--- src/common/nibble_core_pkg.sv ---
// constants and state layout for the nibble core move, bit and jump unit
package nibble_core_pkg;

    localparam int ROM_ADDR_W   = 10;
    localparam int PAGE_ADDR_W  = 6;
    localparam int BANK_W       = 4;
    localparam int RAM_ADDR_W   = 6;
    localparam int NIBBLE_W     = 4;
    localparam int X_W          = 2;

    // format I opcodes, all eight bits
    localparam logic [7:0] OP_COPY_Y_INTO_ACC      = 8'h00;
    localparam logic [7:0] OP_COPY_ACC_INTO_Y      = 8'h01;
    localparam logic [7:0] OP_ZERO_ACCUMULATOR     = 8'h02;
    localparam logic [7:0] OP_STORE_ACC_TO_RAM     = 8'h03;
    localparam logic [7:0] OP_STORE_ACC_ADVANCE    = 8'h04;
    localparam logic [7:0] OP_LOAD_INDEX_FROM_RAM  = 8'h05;
    localparam logic [7:0] OP_LOAD_ACC_FROM_RAM    = 8'h06;
    localparam logic [7:0] OP_SWAP_ACC_WITH_RAM    = 8'h07;

    // format II: upper six bits, operand in bits 1:0
    localparam logic [5:0] OP2_SELECT_RAM_BANK     = 6'h04;
    localparam logic [5:0] OP2_SET_RAM_BIT         = 6'h05;
    localparam logic [5:0] OP2_CLEAR_RAM_BIT       = 6'h06;
    localparam logic [5:0] OP2_TEST_MEMORY_BIT     = 6'h07;

    // format III: upper nibble, operand in bits 3:0
    localparam logic [3:0] OP3_LOAD_INDEX_IMM      = 4'h4;
    localparam logic [3:0] OP3_STORE_IMM_ADVANCE   = 4'h5;
    localparam logic [3:0] OP3_LOAD_BANK_BUFFER    = 4'h6;

    // format IV: upper two bits, page word address in bits 5:0
    localparam logic [1:0] OP4_CONDITIONAL_JUMP    = 2'h3;

    // reset values
    localparam logic [3:0] RST_ACC   = 4'h0;
    localparam logic [3:0] RST_Y     = 4'h0;
    localparam logic [1:0] RST_X     = 2'h0;
    localparam logic       RST_FLAG  = 1'b1;
    localparam logic [5:0] RST_PC    = 6'h00;
    localparam logic [3:0] RST_BANK  = 4'h0;
    localparam logic [7:0] RST_INSTR = 8'h00;

    typedef enum logic [1:0]
    {
        PH_FETCH = 2'b00,
        PH_READ  = 2'b01,
        PH_EXEC  = 2'b10
    } phase_e;

    typedef struct packed
    {
        phase_e     phase;
        logic [7:0] instr;
        logic [3:0] acc;
        logic [3:0] indexY;
        logic [1:0] bankX;
        logic       conditionFlag;
        logic [5:0] programCounter;
        logic [3:0] currentCodeBank;
        logic [3:0] pendingCodeBank;
        logic [5:0] ramAddr;
        logic       ramWrEn;
        logic [3:0] ramWrData;
        logic       retire;
    } core_s;

endpackage

--- src/nibble_core_move_bit_branch_ops.sv ---
// execution unit for moves, ram bit operations and conditional jumps of a nibble core
// Summary of operation
// - copy Y into accumulator, Y kept, flag set.
// - copy accumulator into Y, flag set.
// - clear accumulator to zero, flag set.
// - write accumulator to RAM at X,Y, accumulator kept, flag set.
// - write accumulator to RAM at X,Y, then Y plus one, flag set.
// - load RAM word at X,Y into Y, memory kept, flag set.
// - load RAM word at X,Y into accumulator, memory kept, flag set.
// - swap accumulator with RAM word at X,Y, flag set.
// - load four-bit immediate into Y, flag set.
// - write immediate to RAM at X,Y, then Y plus one, flag set.
// - load two-bit operand into X to pick RAM page, flag set.
// - set selected bit of RAM word at X,Y, others kept.
// - clear selected bit of RAM word at X,Y, others kept.
// - flag takes the selected bit of RAM word at X,Y.
// - flag one: jump copies pending bank to current bank, loads PC.
// - flag zero: jump falls through to next PC, flag set.
// - program counter steps along a fixed pseudo-random sequence.
// - jumps stay in page unless pending bank was loaded first.
// - unconditional-status instructions set the flag each execution.
// - jump carries a six-bit word address within a page.
// - immediate format carries a four-bit constant or page number.
// - bank buffer immediate loads the pending code bank.
`timescale 1ns/100ps
`default_nettype none

module nibble_core_move_bit_branch_ops
    import nibble_core_pkg::*;
(
    input  wire logic                  clk,
    input  wire logic                  rst_b,
    output logic      [ROM_ADDR_W-1:0] romAddr,
    input  wire logic [7:0]            romData,
    output logic      [RAM_ADDR_W-1:0] ramAddr,
    input  wire logic [NIBBLE_W-1:0]   ramRdData,
    output logic                       ramWrEn,
    output logic      [NIBBLE_W-1:0]   ramWrData,
    output logic      [NIBBLE_W-1:0]   accumulator,
    output logic      [NIBBLE_W-1:0]   indexY,
    output logic      [X_W-1:0]        bankX,
    output logic                       conditionFlag,
    output logic      [BANK_W-1:0]     currentCodeBank,
    output logic      [BANK_W-1:0]     pendingCodeBank,
    output logic                       retire
);

    core_s cur;
    core_s next_cur;

    logic [5:0] seqPc;
    logic [3:0] bitMask;
    logic [3:0] nextY;

    // xnor feedback keeps the all-zero reset value on the cycle
    assign seqPc   = {cur.programCounter[4:0], ~(cur.programCounter[5] ^ cur.programCounter[4])};
    assign bitMask = 4'h1 << cur.instr[1:0];
    assign nextY   = cur.indexY + 4'h1;

    always_comb
    begin
        next_cur         = cur;
        next_cur.ramWrEn = 1'b0;
        next_cur.retire  = 1'b0;
        case (cur.phase)
            PH_FETCH:
            begin
                // write of the previous instruction lands at the old address this cycle
                next_cur.ramAddr = {cur.bankX, cur.indexY};
                next_cur.phase   = PH_READ;
            end
            PH_READ:
            begin
                next_cur.instr = romData;
                next_cur.phase = PH_EXEC;
            end
            PH_EXEC:
            begin
                next_cur.phase          = PH_FETCH;
                next_cur.retire         = 1'b1;
                next_cur.programCounter = seqPc;
                next_cur.ramWrData      = cur.ramWrData;
                if (cur.instr[7:6] == OP4_CONDITIONAL_JUMP)
                begin
                    if (cur.conditionFlag)
                    begin
                        next_cur.currentCodeBank = cur.pendingCodeBank;
                        next_cur.programCounter  = cur.instr[5:0];
                    end
                    else
                    begin
                        next_cur.conditionFlag = 1'b1;
                    end
                end
                else if (cur.instr[7:4] == OP3_LOAD_INDEX_IMM)
                begin
                    next_cur.indexY        = cur.instr[3:0];
                    next_cur.conditionFlag = 1'b1;
                end
                else if (cur.instr[7:4] == OP3_STORE_IMM_ADVANCE)
                begin
                    next_cur.ramWrEn       = 1'b1;
                    next_cur.ramWrData     = cur.instr[3:0];
                    next_cur.indexY        = nextY;
                    next_cur.conditionFlag = 1'b1;
                end
                else if (cur.instr[7:4] == OP3_LOAD_BANK_BUFFER)
                begin
                    next_cur.pendingCodeBank = cur.instr[3:0];
                    next_cur.conditionFlag   = 1'b1;
                end
                else
                begin
                    case (cur.instr[7:2])
                        OP2_SELECT_RAM_BANK:
                        begin
                            next_cur.bankX         = cur.instr[1:0];
                            next_cur.conditionFlag = 1'b1;
                        end
                        OP2_SET_RAM_BIT:
                        begin
                            next_cur.ramWrEn       = 1'b1;
                            next_cur.ramWrData     = ramRdData | bitMask;
                            next_cur.conditionFlag = 1'b1;
                        end
                        OP2_CLEAR_RAM_BIT:
                        begin
                            next_cur.ramWrEn       = 1'b1;
                            next_cur.ramWrData     = ramRdData & ~bitMask;
                            next_cur.conditionFlag = 1'b1;
                        end
                        OP2_TEST_MEMORY_BIT:
                        begin
                            next_cur.conditionFlag = |(ramRdData & bitMask);
                        end
                        default:
                        begin
                            case (cur.instr)
                                OP_COPY_Y_INTO_ACC:
                                begin
                                    next_cur.acc           = cur.indexY;
                                    next_cur.conditionFlag = 1'b1;
                                end
                                OP_COPY_ACC_INTO_Y:
                                begin
                                    next_cur.indexY        = cur.acc;
                                    next_cur.conditionFlag = 1'b1;
                                end
                                OP_ZERO_ACCUMULATOR:
                                begin
                                    next_cur.acc           = 4'h0;
                                    next_cur.conditionFlag = 1'b1;
                                end
                                OP_STORE_ACC_TO_RAM:
                                begin
                                    next_cur.ramWrEn       = 1'b1;
                                    next_cur.ramWrData     = cur.acc;
                                    next_cur.conditionFlag = 1'b1;
                                end
                                OP_STORE_ACC_ADVANCE:
                                begin
                                    next_cur.ramWrEn       = 1'b1;
                                    next_cur.ramWrData     = cur.acc;
                                    next_cur.indexY        = nextY;
                                    next_cur.conditionFlag = 1'b1;
                                end
                                OP_LOAD_INDEX_FROM_RAM:
                                begin
                                    next_cur.indexY        = ramRdData;
                                    next_cur.conditionFlag = 1'b1;
                                end
                                OP_LOAD_ACC_FROM_RAM:
                                begin
                                    next_cur.acc           = ramRdData;
                                    next_cur.conditionFlag = 1'b1;
                                end
                                OP_SWAP_ACC_WITH_RAM:
                                begin
                                    next_cur.acc           = ramRdData;
                                    next_cur.ramWrEn       = 1'b1;
                                    next_cur.ramWrData     = cur.acc;
                                    next_cur.conditionFlag = 1'b1;
                                end
                                default:
                                begin
                                    // opcodes of other units: only the counter moves here
                                    next_cur.conditionFlag = cur.conditionFlag;
                                end
                            endcase
                        end
                    endcase
                end
            end
            default:
            begin
                next_cur.phase = PH_FETCH;
            end
        endcase
    end

    always_ff @(posedge clk or negedge rst_b)
    begin
        if (!rst_b)
        begin
            cur.phase           <= PH_FETCH;
            cur.instr           <= RST_INSTR;
            cur.acc             <= RST_ACC;
            cur.indexY          <= RST_Y;
            cur.bankX           <= RST_X;
            cur.conditionFlag   <= RST_FLAG;
            cur.programCounter  <= RST_PC;
            cur.currentCodeBank <= RST_BANK;
            cur.pendingCodeBank <= RST_BANK;
            cur.ramAddr         <= {RST_X, RST_Y};
            cur.ramWrEn         <= 1'b0;
            cur.ramWrData       <= RST_ACC;
            cur.retire          <= 1'b0;
        end
        else
        begin
            cur <= next_cur;
        end
    end

    assign romAddr         = {cur.currentCodeBank, cur.programCounter};
    assign ramAddr         = cur.ramAddr;
    assign ramWrEn         = cur.ramWrEn;
    assign ramWrData       = cur.ramWrData;
    assign accumulator     = cur.acc;
    assign indexY          = cur.indexY;
    assign bankX           = cur.bankX;
    assign conditionFlag   = cur.conditionFlag;
    assign currentCodeBank = cur.currentCodeBank;
    assign pendingCodeBank = cur.pendingCodeBank;
    assign retire          = cur.retire;

endmodule

`default_nettype wire

--- config.mk ---
export PLATFORM = sky130hd
export DESIGN_NAME = nibble_core_move_bit_branch_ops
export DESIGN_NICKNAME = d
export VERILOG_FILES = /design/src/common/nibble_core_pkg.sv /design/src/nibble_core_move_bit_branch_ops.sv
export SDC_FILE = /design/constraint.sdc
export NUM_CORES = 1
export LEC_CHECK = 0
export BUFFER_PORTS_ARGS = -buffer_cell sky130_fd_sc_hd__buf_2
export CORE_ASPECT_RATIO = 1.2
export CORE_MARGIN = 8
export CORE_UTILIZATION = 45
export CTS_BUF_LIST = sky130_fd_sc_hd__clkbuf_8 sky130_fd_sc_hd__clkbuf_16
export DETAILED_ROUTE_END_ITERATION = 10
export GPL_TIMING_DRIVEN = 0
export PLACE_DENSITY = 0.79
export SLEW_MARGIN = 30
export SYNTH_ARGS = -nofsm -noshare
export SYNTH_HDL_FRONTEND = slang
export SYNTH_SLANG_ARGS = --single-unit
--- constraint.sdc ---
create_clock -name clk -period 2.21 [get_ports clk]
set_input_delay 0.1105 -clock clk [delete_from_list [all_inputs] [get_ports clk]]
set_output_delay 0.1105 -clock clk [all_outputs]
set_load 0.01 [all_outputs]
==> results.ini <==
[outcome]
status = complete, no violations

[clocking]
clk_latency_ns = 0.30
clk_pin_slew_ns = 0.09
cts_tree = built
root_buffer = clkbuf_8
cts_max_level = 2
clk_path_buf_depth = 2
cts_made_buffers = 5
clock-sinks = 47

[final_layout]
area_growth_pct = 20.3
finalNetCount = 362
multi_input_area_um2 = 1370
fillerInstances = 593
mostFrequentLayoutCell = buf_2
design_area_um2 = 3470
mostFrequentLayoutCells = buf_2, buf_4, dfrtp_1
seq_area_um2 = 1180
drive_gt1_share_pct = 44.0
diodes = 0

[sta]
layout_setup_ws_ns = 0.0658
slew_headroom_pct = 53.9
finalSetupViolCount = 0
clock_skew_ns = 0.00515
period_needed_ns = 2.14
slew_violations = 0
fin_crit_sh_pct = 97.0
tightest_slew_ns = 0.688
hold_violations = 0
hold_ws_ns = 0.0124
max_freq_mhz = 466

[logic_synthesis]
synth-main-ff-cell = dfrtp_1
synth_top_area_share_pct = 39.9
ys_seq_area_share_pct = 40.8
synth_mux_area_share_pct = 14.2
synth.distinct_cells = 55
syn_inst = 279
synth.yosys.warnings = 0
synth-adder-area-share_pct = 0.434
yosys.area_share.simple_pct = 12.8
synthesis.area_um2 = 2880
synth_area_leader_cell = dfrtp_1
synth_area_leaders = dfrtp_1, mux2_2, buf_4
synth_xor_area_share_pct = 1.22
ys_seq_elements = 47
synth_top_family_by_area = compound AO/OA/AOI/OAI gates
async_reset_ff_share_pct = 100
post_synth.cell_area_avg_um2 = 10.3
synth_edf_count = 0
synth_fp_nets = 294
synth_compound_area_share_pct = 17.1

[setup_path]
crit_type = flip-flop to flip-flop
cp-start-kind = flip-flop
endpoint = indexY[2]$_DFFE_PN0P_
reg2regPathDepth = 5
crit_path_max_fanout = 7
reg2reg_slack_ns = 0.07
reg2reg_to = indexY[2]$_DFFE_PN0P_
startpoint = cur[41]$_DFFE_PN0N_
crit_required_ns = 2.39
end_kind = flip-flop
arrival_ns = 2.32
r2r_start = cur[41]$_DFFE_PN0N_

[global_routing]
grt_max_degree = 48
overflow = 0
antenna_found_initial = 0
first_global_vias = 2277
grt_pass1_wl_mm = 11.0
grtUsageTotal_pct = 14.8

[die]
coreArea_um2 = 6330
num_rows = 32
die_w_um = 89.1
dieArea_um2 = 9230
die_h_um = 104
io-pin-count = 55
initial_core_util_pct = 45.6

[placement]
dpl.hpwl_mm = 4.94
gp_routability_congestion = 0.915
placed_cell_area_um2 = 3260
io_buffers = 54
place_ws_ns = -0.0643

[hold_path]
min_path_type = input pin to flip-flop

[detailed_routing]
routed_via_density = 5.35
antenna_left = 0
wl_per_cell_um = 15.9
drt_wl_total_mm = 6.87
drt-pass1-iter-count = 4
drt_iter0_markers = 284
drc_errors = 0
vias = 2315

[run]
maxCapViolCount = 0

[power]
p_per_area_nw_per_um2 = 682
p_leak_nw = 1.66
power_mw = 2.37
ir_drop_mv = 0.348

==> power breakdown <==
part / switching (mW) / total [mW] / leakage, nW / internal [mW]
sequential: 0.121 / 1.10 / 0.585 / 0.977
combinational: 0.315 / 0.716 / 1.03 / 0.401
clock: 0.295 / 0.551 / 0.0474 / 0.256
total: 0.732 / 2.37 / 1.66 / 1.63
==> sequential cells by signal (all words and copies together) (netlist names) <==
signal and count:
bankX 2, cur 10, ramWrEn 1, ramWrData 4, retire 1, indexY 4, romAddr 6, pendingCodeBank 4
accumulator 4, currentCodeBank 4, ramAddr 6, conditionFlag 1
==> synthesized netlist by cell type (5+ instances only) <==
master     n
a21oi_1    7
buf_4     38
clkbuf_1  15
dfrtp_1   46
inv_1      7
mux2_2    26
mux2i_1    5
nand2_1   16
nor2_1    13
nor2b_1    5
o21ai_0   16
==> how the worst min path moves through the flow <==
stage                           from                    endpoint  slack (ns)  cells past startpoint
after floorplan                rst_b  accumulator[0]$_DFFE_PN0P_       -0.19                      0
after global placement    romData[1]         cur[38]$_DFFE_PN0N_        0.32                      3
after detailed placement       rst_b      ramAddr[4]$_DFFE_PN0N_        0.16                      1
after CTS                 romData[4]         cur[41]$_DFFE_PN0N_        0.01                      3
after global routing      romData[4]         cur[41]$_DFFE_PN0N_        0.02                      3
final                     romData[0]         cur[37]$_DFFE_PN0N_        0.01                      3
==> per-layer routing <==
layer / up-vias / global-route usage [%] / wire length (um)
met5: - / 0 / 0
met4: 0 / 6.91 / 191
met1: 1109 / 18.5 / 2890
met2: 77 / 23.5 / 3340
met3: 18 / 3.00 / 453
li1: 1111 / - / -
==> critical path, cell delays in order (launching register included) <==
cell and delay [ns]:
dfrtp_2 0.43, or4_1 0.52, clkbuf_4 0.20, o41a_1 0.40
a2111oi_4 0.35, a211oi_1 0.12
==> repair_timing <==
action,in CTS,in global routing
setup endpoints to repair,8,13
hold endpoints to repair,46,0
pin swaps,2,3
setup buffers,1,5
hold buffers,1,0
gates resized for setup,2,12
==> layout make-up <==
cell class	count	share of cell area, %
clock buffers	6	2.38
repair buffers	61	9.46
well taps	85	3.07
clock inverters	2	0.469
inverters	7	0.758
plain buffers	56	10.4
flip-flops and latches	47	34.0
multi-input cells	169	39.4
==> logic make-up (layout without fill, tap and decap cells) <==
group | Yosys count | after routing
fa+ha+maj | 1 | 1
buf+inv | 63 | 132
flops | 47 | 47
xor+xnor | 4 | 4
mux | 36 | 36
simple gates | 64 | 64
compound gates | 64 | 64
==> stage by stage <==
step / setup TNS (ns) / std cells / util, %
2_1_floorplan: 0 / 279 / -
3_3_place_gp: -0.235 / 418 / 51.5
4_1_cts: 0 / 428 / 53.7
6_report: 0 / 433 / 54.8
5_1_grt: -0.000251 / 433 / 54.8
3_5_place_dp: -0.424 / 418 / 51.6
Power figures use the tool's default switching activity.
